$ cat config.mk
export PLATFORM = sky130hd
export DESIGN_NAME = flyback_prot
export DESIGN_NICKNAME = d
export VERILOG_FILES = /design/src/pkg/flyback_prot_pkg.sv /design/src/rtl/flyback_prot.sv /design/src/rtl/sync_bank.sv
export SDC_FILE = /design/constraint.sdc
export NUM_CORES = 1
export LEC_CHECK = 0
export BUFFER_PORTS_ARGS = -buffer_cell sky130_fd_sc_hd__buf_2
export CAP_MARGIN = 20
export CORE_MARGIN = 2
export CORE_UTILIZATION = 50
export CTS_CLUSTER_SIZE = 14
export DETAILED_ROUTE_END_ITERATION = 7
export HOLD_SLACK_MARGIN = 0.12
export PLACE_DENSITY = 0.7
export SLEW_MARGIN = 20
export SYNTH_ARGS = -nofsm -noshare
export SYNTH_HDL_FRONTEND = slang
export SYNTH_SLANG_ARGS = --single-unit
$ cat constraint.sdc
create_clock -name i_core_clk -period 3.13 [get_ports i_core_clk]
set_input_delay 0.1565 -clock i_core_clk [delete_from_list [all_inputs] [get_ports i_core_clk]]
set_output_delay 0.1565 -clock i_core_clk [all_outputs]
set_load 0.005 [all_outputs]
$ cat src/pkg/flyback_prot_pkg.sv
// Constants, register map and carriers of the flyback protection and gate control.
// Assumes a 200 MHz core clock and comparator decisions made outside this logic.
package flyback_prot_pkg;

	// Core clock and fixed analog-derived timings
	localparam int CORE_CLK_MHZ  = 200;
	localparam int BLANK_NS      = 350;
	localparam int BLANK_CYC     = (BLANK_NS * CORE_CLK_MHZ + 999) / 1000;
	localparam int SAMPLE_NS     = 2000;
	localparam int SAMPLE_CYC    = (SAMPLE_NS * CORE_CLK_MHZ) / 1000;
	localparam int SHORT_CIRCUIT_PROTECT_MS       = 16;
	localparam int SHORT_CIRCUIT_PROTECT_CYC      = SHORT_CIRCUIT_PROTECT_MS * CORE_CLK_MHZ * 1000;
	localparam int RESTART_CYC   = 10000;

	// Timer oscillator ticks; one tick is 100 us with the smallest capacitor
	localparam int TICK_US       = 100;
	localparam int SS_US         = 4600;
	localparam int OLP_US        = 30000;
	localparam int PFC_OFF_US    = 470000;
	localparam int SS_TICKS      = SS_US / TICK_US;
	localparam int OLP_TICKS     = OLP_US / TICK_US;
	localparam int PFC_TICKS     = PFC_OFF_US / TICK_US;

	// Event counts
	localparam int OLP_DIV       = 4;
	localparam int AUX_OVP_CNT   = 4;

	// Register offsets, byte addresses
	localparam logic [3:0] REG_CTRL     = 4'h0;
	localparam logic [3:0] REG_STATUS   = 4'h4;
	localparam logic [3:0] REG_IRQ_STAT = 4'h8;
	localparam logic [3:0] REG_IRQ_MASK = 4'hC;
	localparam logic [7:0] CTRL_RST     = 8'h01;
	localparam int         CTRL_EN_BIT  = 0;
	localparam int         EVT_W        = 7;

	// Comparator decisions, all active high
	typedef struct packed {
		logic timer_osc;    // timer_cap_pin oscillator square wave
		logic fb_pfc_off;   // feedback below PFC off level
		logic high_line;    // line detected high
		logic latch_high;   // latch pin above 1.35V
		logic latch_low;    // latch pin below 1.25V
		logic otp;          // die over temperature, with hysteresis
		logic vcc_ovp;      // supply over voltage
		logic vcc_pdr;      // supply below power_down_reset_level
		logic vcc_below10;  // supply below 10V
		logic vcc_supply_lockout_threshold;     // supply below 8V turn-off threshold
		logic vcc_on;       // supply above 18V turn-on threshold
		logic aux_ovp;      // aux current above overvoltage threshold
		logic aux_zc;       // aux pin above 0.05V
		logic cs_limit;     // current sense at 0.65V
		logic fb_olp;       // feedback at or above 4.2V
		logic fb_ocp_comp;  // feedback above 2.9V
		logic fb_start;     // feedback above start trip
		logic fb_stop;      // feedback below stop trip
	} comp_s;

	// Fault flags, also bits 5:0 of status and interrupt registers
	typedef struct packed {
		logic ext_latch;
		logic otp;
		logic aux_ovp;
		logic vcc_ovp;
		logic short_circuit_protect;
		logic overload_protect;
	} fault_s;

	typedef enum logic [1:0] {
		SUP_RESET = 2'b00,
		SUP_OFF   = 2'b01,
		SUP_ON    = 2'b10
	} supply_e;

endpackage : flyback_prot_pkg

$ cat src/rtl/flyback_prot.sv
// Flyback gate control with burst, current limit, valley turn-on and fault handling.
// Assumes comparator decisions as levels and a simple strobe register port.
//
// Behaviour
// - Stop gate below stop trip, resume above start
// - End pulse when sense reaches 0.65V
// - Ignore current sense 350ns after turn-on
// - Overcurrent compensation only high line, above 2.9V
// - Auto-recovery faults retry at each turn-on
// - Latched fault clears only after power-down reset
// - Overload after 4.2V held past debounce
// - Overload releases on fourth turn-off crossing
// - Short circuit: 4.2V over 16ms, supply below 10V
// - Supply overvoltage holds gate off until turn-on
// - Aux falling edge through 0.05V turns gate on
// - Sample aux current 2us after turn-off
// - Four successive aux overvoltages trip auto fault
// - Over temperature disables gate until cooled
// - Latch pin low latches off until repowered
// - Timer oscillator times debounces and soft-start
// - Timer counts give 4.6ms, 30ms, 0.47s scaled
// - Supply thresholds 18V on, 8V off
`timescale 1ns/100ps
module flyback_prot
	import flyback_prot_pkg::*;
#(
	parameter int SHORT_CIRCUIT_PROTECT_LIMIT    = flyback_prot_pkg::SHORT_CIRCUIT_PROTECT_CYC,
	parameter int RESTART_LIMIT = flyback_prot_pkg::RESTART_CYC
) (
	// Clock and reset
	input  wire logic                     i_core_clk,
	input  wire logic                     i_rst_b,
	// Comparator decisions
	input  wire flyback_prot_pkg::comp_s  i_comp,
	// Register port
	input  wire logic [3:0]               i_addr,
	input  wire logic [31:0]              i_wdata,
	input  wire logic                     i_wr,
	input  wire logic                     i_rd,
	output logic      [31:0]              o_rdata,
	// Power stage controls and interrupt
	output logic                          o_flyback_gate_output,
	output logic                          o_ocp_comp_enable,
	output logic                          o_pfc_gate_disable,
	output logic                          o_soft_start,
	output logic                          o_irq
);
	import flyback_prot_pkg::*;

	localparam int SHORT_CIRCUIT_PROTECT_W = $clog2(SHORT_CIRCUIT_PROTECT_LIMIT + 1);
	localparam int RST_W  = $clog2(RESTART_LIMIT + 1);

	// Refuse counts the counters cannot serve
	if (SHORT_CIRCUIT_PROTECT_LIMIT < 2 || RESTART_LIMIT < 2)
		$error("flyback_prot: SHORT_CIRCUIT_PROTECT_LIMIT and RESTART_LIMIT must be at least 2");

	comp_s              s;
	supply_e            sup;
	supply_e            next_sup;
	fault_s             flt;
	logic               next_gate;
	logic               timer_prev;
	logic               aux_prev;
	logic               burst_off;
	logic               pdr_seen;
	logic [7:0]         ctrl;
	logic [EVT_W-1:0]   irq_stat;
	logic [EVT_W-1:0]   irq_mask;
	logic [EVT_W-1:0]   ev;
	logic [7:0]         blank_cnt;
	logic [8:0]         samp_cnt;
	logic [2:0]         aux_cnt;
	logic [1:0]         olp_div;
	logic [8:0]         olp_ticks;
	logic [12:0]        pfc_ticks;
	logic [5:0]         ss_ticks;
	logic [SHORT_CIRCUIT_PROTECT_W-1:0]  short_circuit_protect_cnt;
	logic [RST_W-1:0]   off_cnt;
	logic               tick;
	logic               on_edge;
	logic               supply_lockout_threshold_edge;
	logic               block;
	logic               valley;
	logic               sample_now;
	logic               olp_trip;
	logic               short_circuit_protect_trip;
	logic               aux_trip;
	logic               olp_release;

	sync_bank #(
		.W ($bits(comp_s))
	) u_sync (
		.i_core_clk (i_core_clk),
		.i_rst_b    (i_rst_b),
		.i_d        (i_comp),
		.o_q        (s)
	);

	// Edge history of oscillator and aux comparator
	always_ff @(posedge i_core_clk or negedge i_rst_b)
	begin
		if (!i_rst_b)
		begin
			timer_prev <= 1'b0;
			aux_prev   <= 1'b0;
		end
		else
		begin
			timer_prev <= s.timer_osc;
			aux_prev   <= s.aux_zc;
		end
	end

	// one tick per rising edge of the timer oscillator
	assign tick = s.timer_osc & ~timer_prev;

	always_comb
	begin
		next_sup = sup;
		case (sup)
			SUP_RESET: if (s.vcc_on) next_sup = SUP_ON;
			SUP_OFF:   if (s.vcc_on) next_sup = SUP_ON;
			SUP_ON:    if (s.vcc_supply_lockout_threshold) next_sup = SUP_OFF;
			default:   next_sup = SUP_RESET;
		endcase
		if (s.vcc_pdr)
			next_sup = SUP_RESET;
	end

	always_ff @(posedge i_core_clk or negedge i_rst_b)
	begin
		if (!i_rst_b)
			sup <= SUP_RESET;
		else
			sup <= next_sup;
	end

	assign on_edge   = (sup != SUP_ON) && (next_sup == SUP_ON);
	assign supply_lockout_threshold_edge = (sup == SUP_ON) && (next_sup != SUP_ON);

	// burst hold: stop trip sets, start trip releases
	always_ff @(posedge i_core_clk or negedge i_rst_b)
	begin
		if (!i_rst_b)
			burst_off <= 1'b0;
		else if (s.fb_stop)
			burst_off <= 1'b1;
		else if (s.fb_start)
			burst_off <= 1'b0;
	end

	// any fault, lockout or stop trip blocks the gate
	assign block = (sup != SUP_ON) | burst_off | s.fb_stop | (|flt) | ~ctrl[CTRL_EN_BIT];

	// valley turn-on on the aux falling edge only
	assign valley = aux_prev & ~s.aux_zc;

	// Gate next value; restart timer covers a missing valley after start-up
	always_comb
	begin
		next_gate = 1'b0;
		if (block)
			next_gate = 1'b0;
		else if (o_flyback_gate_output)
			next_gate = ~(s.cs_limit && blank_cnt == 8'h00);
		else
			next_gate = valley | (off_cnt == RST_W'(RESTART_LIMIT - 1));
	end

	always_ff @(posedge i_core_clk or negedge i_rst_b)
	begin
		if (!i_rst_b)
			o_flyback_gate_output <= 1'b0;
		else
			o_flyback_gate_output <= next_gate;
	end

	// Off-time counter for the restart pulse
	always_ff @(posedge i_core_clk or negedge i_rst_b)
	begin
		if (!i_rst_b)
			off_cnt <= '0;
		else if (o_flyback_gate_output || block)
			off_cnt <= '0;
		else if (off_cnt != RST_W'(RESTART_LIMIT - 1))
			off_cnt <= off_cnt + 1'b1;
	end

	always_ff @(posedge i_core_clk or negedge i_rst_b)
	begin
		if (!i_rst_b)
			blank_cnt <= 8'h00;
		else if (next_gate && !o_flyback_gate_output)
			blank_cnt <= 8'(BLANK_CYC);
		else if (blank_cnt != 8'h00)
			blank_cnt <= blank_cnt - 1'b1;
	end

	always_ff @(posedge i_core_clk or negedge i_rst_b)
	begin
		if (!i_rst_b)
			samp_cnt <= 9'h000;
		else if (o_flyback_gate_output && !next_gate)
			samp_cnt <= 9'(SAMPLE_CYC);
		else if (samp_cnt != 9'h000)
			samp_cnt <= samp_cnt - 1'b1;
	end

	assign sample_now = (samp_cnt == 9'h001);

	// successive overvoltage samples; a clean sample restarts the count
	always_ff @(posedge i_core_clk or negedge i_rst_b)
	begin
		if (!i_rst_b)
			aux_cnt <= 3'h0;
		else if (on_edge || aux_trip)
			aux_cnt <= 3'h0;
		else if (sample_now)
			aux_cnt <= s.aux_ovp ? aux_cnt + 1'b1 : 3'h0;
	end

	assign aux_trip = sample_now && s.aux_ovp && aux_cnt == 3'(AUX_OVP_CNT - 1);

	// overload debounce in timer ticks, trip only past the full count
	always_ff @(posedge i_core_clk or negedge i_rst_b)
	begin
		if (!i_rst_b)
			olp_ticks <= 9'h000;
		else if (!s.fb_olp)
			olp_ticks <= 9'h000;
		else if (tick && olp_ticks != 9'(OLP_TICKS))
			olp_ticks <= olp_ticks + 1'b1;
	end

	assign olp_trip = s.fb_olp && olp_ticks == 9'(OLP_TICKS);

	always_ff @(posedge i_core_clk or negedge i_rst_b)
	begin
		if (!i_rst_b)
			short_circuit_protect_cnt <= '0;
		else if (!s.fb_olp)
			short_circuit_protect_cnt <= '0;
		else if (short_circuit_protect_cnt != SHORT_CIRCUIT_PROTECT_W'(SHORT_CIRCUIT_PROTECT_LIMIT))
			short_circuit_protect_cnt <= short_circuit_protect_cnt + 1'b1;
	end

	assign short_circuit_protect_trip = short_circuit_protect_cnt == SHORT_CIRCUIT_PROTECT_W'(SHORT_CIRCUIT_PROTECT_LIMIT) && s.vcc_below10;

	// turn-off crossings counted while overload holds
	always_ff @(posedge i_core_clk or negedge i_rst_b)
	begin
		if (!i_rst_b)
			olp_div <= 2'h0;
		else if (!flt.overload_protect)
			olp_div <= 2'h0;
		else if (supply_lockout_threshold_edge)
			olp_div <= olp_div + 1'b1;
	end

	assign olp_release = supply_lockout_threshold_edge && olp_div == 2'(OLP_DIV - 1);

	// Power-down reset memory; turn-on clears it first, else the first start-up would unlatch every later restart
	always_ff @(posedge i_core_clk or negedge i_rst_b)
	begin
		if (!i_rst_b)
			pdr_seen <= 1'b0;
		else if (on_edge)
			pdr_seen <= 1'b0;
		else if (sup == SUP_RESET)
			pdr_seen <= 1'b1;
	end

	// Fault flags; a trip in the clearing cycle wins
	always_ff @(posedge i_core_clk or negedge i_rst_b)
	begin
		if (!i_rst_b)
			flt <= '0;
		else
		begin
			flt.overload_protect       <= olp_trip | (flt.overload_protect & ~olp_release);
			flt.short_circuit_protect      <= short_circuit_protect_trip | (flt.short_circuit_protect & ~on_edge);
			flt.vcc_ovp   <= s.vcc_ovp | (flt.vcc_ovp & ~on_edge);
			flt.aux_ovp   <= aux_trip | (flt.aux_ovp & ~on_edge);
			flt.otp       <= s.otp;
			// cleared only by repower with pin released
			flt.ext_latch <= s.latch_low | (flt.ext_latch & ~(pdr_seen & on_edge & s.latch_high));
		end
	end

	always_ff @(posedge i_core_clk or negedge i_rst_b)
	begin
		if (!i_rst_b)
			o_ocp_comp_enable <= 1'b0;
		else
			o_ocp_comp_enable <= s.high_line & s.fb_ocp_comp;
	end

	// soft-start window from each turn-on, in timer ticks
	always_ff @(posedge i_core_clk or negedge i_rst_b)
	begin
		if (!i_rst_b)
			ss_ticks <= 6'h00;
		else if (on_edge)
			ss_ticks <= 6'h00;
		else if (tick && ss_ticks != 6'(SS_TICKS))
			ss_ticks <= ss_ticks + 1'b1;
	end

	always_ff @(posedge i_core_clk or negedge i_rst_b)
	begin
		if (!i_rst_b)
			o_soft_start <= 1'b0;
		else
			o_soft_start <= (sup == SUP_ON) && ss_ticks != 6'(SS_TICKS);
	end

	// PFC turn-off debounce, released at once when load returns
	always_ff @(posedge i_core_clk or negedge i_rst_b)
	begin
		if (!i_rst_b)
			pfc_ticks <= 13'h0000;
		else if (!s.fb_pfc_off)
			pfc_ticks <= 13'h0000;
		else if (tick && pfc_ticks != 13'(PFC_TICKS))
			pfc_ticks <= pfc_ticks + 1'b1;
	end

	always_ff @(posedge i_core_clk or negedge i_rst_b)
	begin
		if (!i_rst_b)
			o_pfc_gate_disable <= 1'b0;
		else
			o_pfc_gate_disable <= s.fb_pfc_off && pfc_ticks == 13'(PFC_TICKS);
	end

	// Events are the set terms of each flag, so a held fault reports once
	assign ev = {s.fb_stop & ~burst_off,
		s.latch_low & ~flt.ext_latch,
		s.otp & ~flt.otp,
		aux_trip & ~flt.aux_ovp,
		s.vcc_ovp & ~flt.vcc_ovp,
		short_circuit_protect_trip & ~flt.short_circuit_protect,
		olp_trip & ~flt.overload_protect};

	// Control and mask writes
	always_ff @(posedge i_core_clk or negedge i_rst_b)
	begin
		if (!i_rst_b)
		begin
			ctrl     <= CTRL_RST;
			irq_mask <= '0;
		end
		else if (i_wr && i_addr == REG_CTRL)
			ctrl <= i_wdata[7:0];
		else if (i_wr && i_addr == REG_IRQ_MASK)
			irq_mask <= i_wdata[EVT_W-1:0];
	end

	// Sticky status, write one to clear; a new event wins
	always_ff @(posedge i_core_clk or negedge i_rst_b)
	begin
		if (!i_rst_b)
			irq_stat <= '0;
		else if (i_wr && i_addr == REG_IRQ_STAT)
			irq_stat <= (irq_stat & ~i_wdata[EVT_W-1:0]) | ev;
		else
			irq_stat <= irq_stat | ev;
	end

	always_ff @(posedge i_core_clk or negedge i_rst_b)
	begin
		if (!i_rst_b)
			o_irq <= 1'b0;
		else
			o_irq <= |(irq_stat & irq_mask);
	end

	// Read data stand one cycle after the strobe, zero otherwise
	always_ff @(posedge i_core_clk or negedge i_rst_b)
	begin
		if (!i_rst_b)
			o_rdata <= 32'h0000_0000;
		else if (!i_rd)
			o_rdata <= 32'h0000_0000;
		else
			case (i_addr)
				REG_CTRL:     o_rdata <= {24'h00_0000, ctrl};
				REG_STATUS:   o_rdata <= {21'h0_0000, o_flyback_gate_output, o_soft_start,
							o_pfc_gate_disable, sup == SUP_ON, burst_off, flt};
				REG_IRQ_STAT: o_rdata <= {25'h00_0000, irq_stat};
				REG_IRQ_MASK: o_rdata <= {25'h00_0000, irq_mask};
				default:      o_rdata <= 32'h0000_0000;
			endcase
	end
endmodule : flyback_prot

$ cat src/rtl/sync_bank.sv
// Two-flop synchroniser bank for comparator decisions.
// Assumes each bit is an independent level; no bit relation is kept.
`timescale 1ns/100ps
module sync_bank #(
	parameter int W = 8
) (
	// Clock and reset
	input  wire logic         i_core_clk,
	input  wire logic         i_rst_b,
	// Data
	input  wire logic [W-1:0] i_d,
	output logic      [W-1:0] o_q
);

	logic [W-1:0] meta;

	// First stage feeds only the second
	always_ff @(posedge i_core_clk or negedge i_rst_b)
	begin
		if (!i_rst_b)
		begin
			meta <= '0;
			o_q  <= '0;
		end
		else
		begin
			meta <= i_d;
			o_q  <= meta;
		end
	end

endmodule : sync_bank

==> results of run 1 <==
report_power, final:
part	switching, uW	internal, uW	leakage, uW
Sequential	215	2460	0.00220
Combinational	360	354	0.00147
Clock	831	1400	0.000310
Total	1410	4210	0.00398
worst min-delay path by stage:
stage,start,to,slack [ps],cells after the start
after CTS,i_addr[3],o_rdata[8]$_DFF_PN0_,180,3
after floorplan,i_rst_b,aux_cnt[0]$_DFFE_PN0P_,-140,0
final,i_addr[3],o_rdata[8]$_DFF_PN0_,210,3
after detailed placement,i_rst_b,o_rdata[0]$_DFF_PN0_,250,1
after global placement,i_rst_b,short_circuit_protect_cnt[7]$_DFFE_PN0P_,230,1
after global routing,i_addr[3],o_rdata[8]$_DFF_PN0_,220,3
critical path: cells and delay by family, from the launching register on:
| family | cells | cell delay (ps) |
|---|---|---|
| AOI/OAI and AO/OA | 2 | 380 |
| DFF | 1 | 420 |
| adders and majority gates | 1 | 220 |
| and+or+nand+nor | 2 | 1030 |
registers in the layout, indices dropped and copies added (netlist names), 2 cells and up:
name,count
aux_cnt,3
blank_cnt,8
ctrl,8
flt,6
irq_mask,7
irq_stat,7
o_rdata,11
off_cnt,14
olp_div,2
olp_ticks,9
pfc_ticks,13
samp_cnt,9
short_circuit_protect_cnt,22
ss_ticks,6
sup,2
u_sync.meta,18
u_sync.o_q,18
cells in the final DEF, fill, tap and decap left out, drive strengths merged, types with 11 or more instances in the layout:
| cell type | instances |
|---|---|
| buf | 58 |
| nand2 | 47 |
| ha | 17 |
| nand2b | 11 |
| a22oi | 18 |
| dlygate4sd3 | 29 |
| nor2 | 52 |
| inv | 34 |
| nand4 | 15 |
| or3 | 25 |
| and3 | 13 |
| a21oi | 43 |
| dfrtp | 171 |
| conb | 21 |
| nor3 | 18 |
| nor4 | 11 |
| clkbuf | 22 |
| xnor2 | 26 |
| o21ai | 22 |
| nand3 | 30 |
| mux2 | 15 |
logic make-up after synthesis:
logic type	count (synthesis)	share of synthesized area
other cells	1	0.000485
compound gates	123	0.104
buf+inv	67	0.0432
xor+xnor	36	0.0407
flops	172	0.556
mux	24	0.0335
simple gates	270	0.194
fa+ha+maj	17	0.0275
routing by layer:
layer,vias to the layer above,global-route usage,part of all wire
met5,-,0,0
met4,0,0.0756,0.013
met3,17,0.0495,0.049
met2,168,0.319,0.48
met1,2789,0.271,0.45
li1,2697,-,-
timing repair:
item / in CTS / in global routing
buffers inserted: 0 / 0
hold buffers: 29 / 0
endpoints found under the hold margin: 117 / 0
metrics by stage:
| stage | util | power [uW] | cells | setup WS (ps) | hold slack [ps] |
|---|---|---|---|---|---|
| final | 0.601 | 5620 | 1003 | 1000 | 205 |
| after CTS | 0.601 | 5690 | 1003 | 1030 | 183 |
| after global placement | 0.540 | 3340 | 942 | 1100 | 230 |
| after global routing | 0.601 | 5920 | 1003 | 737 | 220 |
| after floorplan | - | 3160 | 730 | 1200 | -139 |
| after detailed placement | 0.540 | 3400 | 942 | 1040 | 247 |
cell type report:
type                            count  area (sq um)  share of cell area
Tap cell                          188           235              0.0258
Multi-Input combinational cell    491          3180               0.349
Inverter                           33           124              0.0136
Clock buffer                       22           474              0.0521
Sequential cell                   172          4310               0.473
Timing Repair Buffer               87           622              0.0683
Clock inverter                     10           160              0.0176
==> impl_metrics.json, run 1 <==
{
  "worstRegToRegCells": 5,
  "synth_edf_count": 0,
  "end_kind": "register",
  "die_area_sq_um": 16500,
  "r2r_end": "off_cnt[3]$_DFFE_PN0P_",
  "antenna_left": 0,
  "cts_sinks": 172,
  "grt_usage": 0.201,
  "final.min_clock_period_ps": 2130,
  "clockBufferDepth": 2,
  "final_area_sq_um": 9100,
  "yosys-top-cells-count": "dfrtp_1, nor2_1, nand2_1",
  "synth-seq-area-share": 0.556,
  "status": "finished, final reports clean",
  "portBuffers": 49,
  "rsz0062_at_grt": "false",
  "async_reset_ff_frac": 1.00,
  "yosysMostFrequentCell": "dfrtp_1",
  "cp.required_ps": 3480,
  "vias": 5671,
  "grt_max_degree": 78,
  "syn_area_sq_um": 7740,
  "io_pins": 95,
  "ir_worst_vdd_mv": 0.414,
  "wl_um": 15400,
  "ctsResizeCount": 0,
  "synth_cell_type_count": 66,
  "htreeDepth": 4,
  "path_class": "reg2reg",
  "crit_end": "off_cnt[3]$_DFFE_PN0P_",
  "rows": 45,
  "yosysWarningCount": 0,
  "r2r_setup_slack_ps": 1000,
  "core-area_sq_um": 15100,
  "area.growth.synth_to_final_pct": 17.6,
  "period_share": 0.680,
  "clk_latency_ps": 420,
  "grt_remaining_overflow": 0,
  "max_freq_mhz": 470,
  "critPathLaunchType": "register",
  "setup_viol": 0,
  "final.setup.tns_ps": 0,
  "syn_area_per_cell_sq_um": 10.9,
  "r2r-start": "off_cnt[0]$_DFFE_PN0P_",
  "drive_gt1_frac": 0.145,
  "crit_slowest_cell": "nor4_1",
  "dp_hpwl_um": 10700,
  "place_area_sq_um": 8180,
  "critPathLaunch": "off_cnt[0]$_DFFE_PN0P_",
  "cts_tree": "built",
  "grt_pass1_vias": 5569,
  "cp.arrival_ps": 2470,
  "worstPathMaxFanout": 10,
  "synth_seq_cells": 172,
  "die_w_um": 128,
  "path_cells": "ha_1, nand3_1, nor4_1, o21ai_0, a21oi_1",
  "hold_path.class": "in2reg",
  "finalHoldViolCount": 0,
  "drtIter0Drc": 359,
  "antenna_found_initial": 0,
  "fill_cells": 1228,
  "final_nets": 877,
  "power.density_nw_per_um2": 617,
  "clk_pin_slew_ps": 60,
  "diodes": 0,
  "drc": 0,
  "maxCapViolCount": 0,
  "p_leak_uw": 0.00398,
  "place.gp.congestion": 0.860,
  "synth.top_cells.by_area": "dfrtp_1, xnor2_1, ha_1, a21oi_1, nor2_1",
  "skew_ps": 4.08,
  "grt_pass1_wl_um": 26300,
  "max_stage_delay_ps": 740,
  "wl_per_cell_um": 15.4,
  "yosysTopAreaCellShare": 0.553,
  "synth_area_leader_cell": "dfrtp_1",
  "first_pass_iters": 6,
  "slew-limit-headroom": 0.358,
  "ys.flop_type": "dfrtp_1",
  "cts_buffers": 17,
  "die_y_um": 128,
  "netlist_instances": 710,
  "start_util": 0.511,
  "worst_pin_slew_ps": 961,
  "cts-root-buf": "clkbuf_16",
  "finalMaxSlewViolations": 0,
  "vias_per_cell": 5.65
}
Note: power is estimated with default switching activity, not from simulation.
==> inputs of run 2 (changes only) <==
--- a/config.mk
+++ b/config.mk
@@ -5,6 +5,7 @@
 export SDC_FILE = /design/constraint.sdc
 export NUM_CORES = 1
 export LEC_CHECK = 0
+export ABC_AREA = 1
 export BUFFER_PORTS_ARGS = -buffer_cell sky130_fd_sc_hd__buf_2
 export CAP_MARGIN = 20
 export CORE_MARGIN = 2
==> constraint.sdc (replaced) <==
create_clock -name i_core_clk -period 2.1 [get_ports i_core_clk]
set_input_delay 0.105 -clock i_core_clk [delete_from_list [all_inputs] [get_ports i_core_clk]]
set_output_delay 0.105 -clock i_core_clk [all_outputs]
set_load 0.005 [all_outputs]
==> run 2 against run 1 <==
Non-clock buffer count shrank 3. Via count increased by 17%. Wire length grew 5.5%. Worst setup slack got worse by 630 ps. Core utilization fell by 1.4 points. Total power increased by 45%. Synthesized area rose by 7.2%. Clock skew up 4.3 ps. Count of clock-buffer cells in the layout is 3 lower. Cell count increased by 33%. Die area is 7.0% higher. Critical path type unchanged. Largest cell class unchanged.
==> impl_metrics.json, run 2 <==
{
  "status": "finished, final reports clean",
  "path_class": "reg2reg",
  "synth_cell_type_count": 44,
  "vias_per_cell": 4.96,
  "grt_pass1_vias": 6225,
  "hold_path.class": "in2async",
  "period_share": 0.822,
  "dp_hpwl_um": 11500,
  "syn_area_per_cell_sq_um": 8.19,
  "grt_usage": 0.198,
  "ys.flop_type": "dfrtp_1",
  "cts_tree": "built",
  "finalHoldViolCount": 0,
  "wl_met2_um": 7580,
  "htreeDepth": 4,
  "synth.top_cells.by_area": "dfrtp_1, nand2_1, inv_1, nor2_1, nand3_1",
  "diodes": 0,
  "total_power_uw": 8170,
  "highest_layer": "met4",
  "clk_latency_ps": 430,
  "finalMaxSlewViolations": 0,
  "synth_area_leader_cell": "dfrtp_1",
  "path_delay_family": "simple AND/OR/NAND/NOR gates",
  "yosysWarningCount": 0,
  "worstPathMaxFanout": 7,
  "dr_wl_met3_um": 593,
  "cts-root-buf": "clkbuf_16",
  "reg_top3": "short_circuit_protect_cnt: 22 flops, u_sync.meta: 18 flops, u_sync.o_q: 18 flops",
  "wl_per_cell_um": 12.2,
  "cts_buffers": 17,
  "start_util": 0.506,
  "max_freq_mhz": 579,
  "max_stage_delay_ps": 370,
  "grt_remaining_overflow": 0,
  "p_clk_frac": 0.379,
  "final.min_clock_period_ps": 1730,
  "combPwrFrac": 0.141,
  "skew_ps": 8.34,
  "p_int_uw": 5900,
  "drc": 0,
  "portBuffers": 49,
  "ctsResizeCount": 0,
  "cp.required_ps": 2410,
  "clk_pin_slew_ps": 70,
  "setup_viol": 0,
  "grt_max_degree": 53,
  "crit_slowest_cell": "dfrtp_1",
  "rsz0062_at_grt": "false",
  "post-route-util": 0.587,
  "final.setup.tns_ps": 0,
  "end_kind": "register",
  "syn_area_sq_um": 8300,
  "rows": 47,
  "first_pass_iters": 5,
  "core-area_sq_um": 16400,
  "netlist_instances": 1013,
  "place.gp.congestion": 0.879,
  "die_area_sq_um": 17600,
  "layout.cells.most_common": "nand2_1",
  "io_pins": 95,
  "die_y_um": 133,
  "power.density_nw_per_um2": 849,
  "clockBufferDepth": 2,
  "swShare": 0.278,
  "largest_reg_flops": 22,
  "drive_gt1_frac": 0.100,
  "antenna_left": 0,
  "vias": 6624,
  "async_reset_ff_frac": 1.00,
  "synth-seq-area-share": 0.519,
  "grt_pass1_wl_um": 28500,
  "final_cell_mix": "nand2_1, dfrtp_1, inv_1",
  "yosys-top-cells-count": "nand2_1, dfrtp_1, inv_1",
  "wl_met1_um": 7870,
  "p_leak_uw": 0.00464,
  "final_nets": 1178,
  "cp.arrival_ps": 2030,
  "drtIter0Drc": 418,
  "yosysMostFrequentCell": "nand2_1",
  "antenna_found_initial": 0,
  "critPathLaunchType": "register",
  "synth_seq_cells": 172,
  "whs_ps": 166,
  "cpMostUsedCell": "nor2_1",
  "p_sw_uw": 2270,
  "regMostFlops": "short_circuit_protect_cnt",
  "crit_buf_inv": 1,
  "area.growth.synth_to_final_pct": 16.0,
  "path_cells": "inv_1, ha_1, nand2_1, nor2_1, nand2_1, nor2_1, nor2_1, a21oi_2, nor2_1",
  "ir_worst_vdd_mv": 0.604,
  "synth_edf_count": 0,
  "wl_um": 16300,
  "die_w_um": 133,
  "cts_sinks": 172,
  "yosysTopAreaCellShare": 0.516,
  "maxCapViolCount": 0,
  "seqPwrFrac": 0.480
}
-- run 2: cell count changes in the layout (fill, tap and decap cells not counted), sizes merged, moves of 14 or more --
cell and change:
a22oi -18, a21oi -14, nand3 +39, o21ai +45, or3 -25, inv +108
xnor2 -24, nor2 +83, nand2 +198, mux2 -14
-- run 2: cell families (layout without fill, tap and decap cells) --
family / count (synthesis) / in the layout / share of synthesized area
muxes: 1 / 1 / 0.00136
other: 1 / 21 / 0.000452
DFF: 172 / 172 / 0.519
AOI/OAI and AO/OA: 116 / 116 / 0.0754
and+or+nand+nor: 512 / 512 / 0.267
buffers and inverters: 173 / 256 / 0.0896
adders and majority gates: 17 / 17 / 0.0256
xor gates and xnor gates: 21 / 21 / 0.0222
-- run 2: layout make-up --
class / instances / area (sq um)
clock inverters: 13 / 140
clock buffers: 19 / 443
fillers: 1469 / 6780
well taps: 220 / 275
inverters: 140 / 526
multi-input cells: 688 / 3330
repair buffers: 84 / 612
flip-flops and latches: 172 / 4310
-- run 2: worst paths after layout --
path	startpoint	to	slack, ps	cells past startpoint
hold / removal	i_rst_b	irq_mask[3]$_DFFE_PN0P_	170	2
min in group i_core_clk	i_addr[0]	o_rdata[7]$_DFF_PN0_	190	6
setup reg to reg	blank_cnt[0]$_DFFE_PN0P_	samp_cnt[0]$_DFFE_PN0P_	370	9
max in group asynchronous	i_rst_b	blank_cnt[7]$_DFFE_PN0P_	1230	3
setup / recovery	blank_cnt[0]$_DFFE_PN0P_	samp_cnt[0]$_DFFE_PN0P_	370	9
hold reg to reg	u_sync.meta[1]$_DFF_PN0_	u_sync.o_q[1]$_DFF_PN0_	340	0
-- run 2: power by group through the flow --
stage               clock network (uW)  logic, uW  registers, uW
floorplan                            0        844           3910
global placement                     0       1080           3970
detailed placement                   0       1110           3980
CTS                               3160       1160           3920
global route                      3320       1350           3970
finish                            3100       1150           3920
-- run 2: layer usage --
| layer | track usage | vias up |
|---|---|---|
| met2 | 0.313 | 116 |
| met1 | 0.274 | 3125 |
| met3 | 0.0441 | 19 |
| met5 | 0 | - |
| li1 | - | 3364 |
| met4 | 0.0615 | 0 |
-- run 2: stage by stage --
| step | instances | worst slack, ps | instance area (sq um) |
|---|---|---|---|
| final | 1336 | 374 | 9630 |
| after global routing | 1336 | 179 | 9630 |
| after CTS | 1336 | 361 | 9630 |
| after detailed placement | 1275 | 377 | 8750 |
| after global placement | 1275 | 442 | 8750 |
| after floorplan | 1033 | 622 | 8370 |
-- run 2: repair_timing --
action,in CTS,in global routing
setup buffers,0,0
hold endpoints to repair,221,0
hold buffers,29,0
==> inputs of run 3 (changes only) <==
--- a/config.mk
+++ b/config.mk
@@ -13,7 +13,7 @@
 export CTS_CLUSTER_SIZE = 14
 export DETAILED_ROUTE_END_ITERATION = 7
 export HOLD_SLACK_MARGIN = 0.12
-export PLACE_DENSITY = 0.7
+export PLACE_DENSITY = 0.73
 export SLEW_MARGIN = 20
 export SYNTH_ARGS = -nofsm -noshare
 export SYNTH_HDL_FRONTEND = slang
==> constraint.sdc (replaced) <==
create_clock -name i_core_clk -period 1.4 [get_ports i_core_clk]
set_input_delay 0.07 -clock i_core_clk [delete_from_list [all_inputs] [get_ports i_core_clk]]
set_output_delay 0.07 -clock i_core_clk [all_outputs]
set_load 0.005 [all_outputs]
==> run 3 against run 2 <==
The flow now finishes with violations (negative setup slack). Worst hold slack got worse by 38 ps. Worst setup slack worse by 520 ps. Wire length up 27%. Die area unchanged. Core utilization grew 10 points. Fmax is 11% higher. Flip-flop and latch count stayed put. Critical endpoint is now pfc_ticks[8]$_DFFE_PN0P_. Largest cell class unchanged. Largest power group unchanged. Highest routed layer unchanged.
==> impl_metrics.json, run 3 (same netlist as run 2, synthesis figures left out) <==
{
  "status": "finished with violations",
  "violations": "negative setup slack",
  "drive_gt1_frac": 0.303,
  "skew_ps": 7.93,
  "critPathLaunchType": "register",
  "reg_top3": "short_circuit_protect_cnt: 22 flops, u_sync.meta: 18 flops, u_sync.o_q: 18 flops",
  "r2r_setup_slack_ps": -150,
  "pre_cts_ws_ps": -154,
  "p_int_uw": 9540,
  "cp.arrival_ps": 1870,
  "dr_wl_met3_um": 968,
  "power.density_nw_per_um2": 1190,
  "wl_met1_um": 8710,
  "clk_pin_slew_ps": 70,
  "seqPwrFrac": 0.436,
  "grt_pass1_vias": 7001,
  "final_cell_mix": "nand2_1, dfrtp_1, inv_1",
  "combPwrFrac": 0.211,
  "area.growth.synth_to_final_pct": 36.5,
  "p_sw_uw": 3940,
  "hold_path.class": "in2async",
  "grt_remaining_overflow": 0,
  "r2r-start": "pfc_ticks[1]$_DFFE_PN0P_",
  "finalHoldViolCount": 0,
  "grt_pass1_wl_um": 32000,
  "path_cells": "inv_2, ha_4, inv_2, nor3_2, nand3_1, nand2_4, buf_12, nand2_8, nand2_2, nand2_1",
  "drtIter0Drc": 576,
  "crit_slowest_cell": "dfrtp_1",
  "wl_met2_um": 10600,
  "final_nets": 1300,
  "vias_per_cell": 5.17,
  "wl_per_cell_um": 14.2,
  "cts_sinks": 172,
  "diodes": 0,
  "cp.required_ps": 1720,
  "setup_slack_ps": -149,
  "p_leak_uw": 0.00540,
  "place.gp.congestion": 0.895,
  "dp_hpwl_um": 12500,
  "highest_layer": "met4",
  "clockBufferDepth": 2,
  "largest_reg_flops": 22,
  "swShare": 0.292,
  "cpMostUsedCell": "inv_2",
  "cts-root-buf": "clkbuf_16",
  "worstPathMaxFanout": 6,
  "htreeDepth": 4,
  "worstRegToRegCells": 10,
  "r2r_end": "pfc_ticks[8]$_DFFE_PN0P_",
  "core-area_sq_um": 16400,
  "first_pass_iters": 6,
  "die_w_um": 133,
  "grt_usage": 0.223,
  "die_area_sq_um": 17600,
  "antenna_left": 0,
  "end_kind": "register",
  "finalMaxSlewViolations": 0,
  "rows": 47,
  "period_share": 1.11,
  "p_clk_frac": 0.353,
  "portBuffers": 49,
  "antenna_found_initial": 0,
  "final.min_clock_period_ps": 1550,
  "rsz0062_at_grt": "true",
  "numPlacedInstances": 1361,
  "cts_tree": "built",
  "drc": 0,
  "cts_buffers": 17,
  "regMostFlops": "short_circuit_protect_cnt",
  "start_util": 0.506,
  "max_freq_mhz": 645,
  "path_class": "reg2reg",
  "ir_worst_vdd_mv": 1.00,
  "die_y_um": 133,
  "io_pins": 95,
  "grt_max_degree": 47,
  "wl_um": 20700,
  "crit_buf_inv": 3,
  "vias": 7538,
  "max_stage_delay_ps": 400,
  "path_delay_family": "simple AND/OR/NAND/NOR gates",
  "maxCapViolCount": 0,
  "layout.cells.most_common": "nand2_1",
  "setup_viol": 52,
  "clk_latency_ps": 440,
  "instances_no_fill": 1457
}
run 3: cell count changes in the layout (fill, tap and decap cells not counted), moves of 16 or more:
| cell | previous run | this run |
|---|---|---|
| inv_1 | 136 | 120 |
| nand2_1 | 238 | 199 |
| nor2_1 | 127 | 103 |
| nand3_1 | 68 | 50 |
| nand2_2 | 7 | 37 |
| nand3_2 | 1 | 18 |
| buf_4 | 4 | 103 |
run 3: worst register-to-register path, stage by stage, from the launching register on:
cell	delay, ps
dfrtp_1	400
inv_2	70
ha_4	120
inv_2	40
nor3_2	130
nand3_1	140
nand2_4	190
buf_12	130
nand2_8	60
nand2_2	80
nand2_1	70
run 3: layout make-up:
class	instances	area [sq um]
Sequential cell	172	4320
Clock buffer	19	453
Multi-Input combinational cell	690	4010
Inverter	140	529
Timing Repair Buffer	204	1610
Clock inverter	12	136
Tap cell	220	275
Fill cell	1201	5080
run 3: worst max-delay path by stage:
stage	to	from	cells after the start	slack (ps)
6_report	pfc_ticks[8]$_DFFE_PN0P_	pfc_ticks[1]$_DFFE_PN0P_	10	-150
3_3_place_gp	blank_cnt[3]$_DFFE_PN0P_	ctrl[0]$_DFFE_PN1P_	6	-100
5_1_grt	pfc_ticks[8]$_DFFE_PN0P_	pfc_ticks[0]$_DFFE_PN0P_	10	-240
2_1_floorplan	samp_cnt[0]$_DFFE_PN0P_	off_cnt[0]$_DFFE_PN0P_	7	-30
3_5_place_dp	samp_cnt[0]$_DFFE_PN0P_	blank_cnt[0]$_DFFE_PN0P_	9	-150
4_1_cts	blank_cnt[3]$_DFFE_PN0P_	ctrl[0]$_DFFE_PN1P_	6	-90
run 3: power by group through the flow:
stage	logic (uW)	clock network [uW]	registers (uW)
2_1_floorplan	1270	0	5870
3_3_place_gp	2090	0	5890
3_5_place_dp	2170	0	5910
4_1_cts	2420	4800	5840
5_1_grt	3220	5020	5940
6_report	2840	4760	5880
run 3: layer usage:
layer,up-vias,global-route usage
met5,-,0
met4,0,0.0783
met3,53,0.0421
met2,235,0.373
met1,3631,0.291
li1,3619,-
run 3: per-stage QoR:
stage | setup TNS, ps | util | cell area [sq um] | total power, uW | hold WS [ps]
final | -2880 | 0.690 | 11300 | 13500 | 129
after detailed placement | -3620 | 0.574 | 9420 | 8070 | 29.0
after CTS | -1260 | 0.649 | 10700 | 13100 | 124
after global routing | -9400 | 0.690 | 11300 | 14200 | 175
after floorplan | -190 | - | 8390 | 7140 | -226
after global placement | -1750 | 0.574 | 9420 | 7990 | 25.8
run 3: what timing repair did:
| item | 4_1_cts | 5_1_grt |
|---|---|---|
| cloned | 1 | 1 |
| hold endpoints to repair | 223 | 0 |
| resized for setup | 66 | 136 |
| buffers inserted | 10 | 20 |
| setup endpoints to repair | 62 | 84 |
| pin swaps | 29 | 65 |
| hold buffers | 33 | 0 |
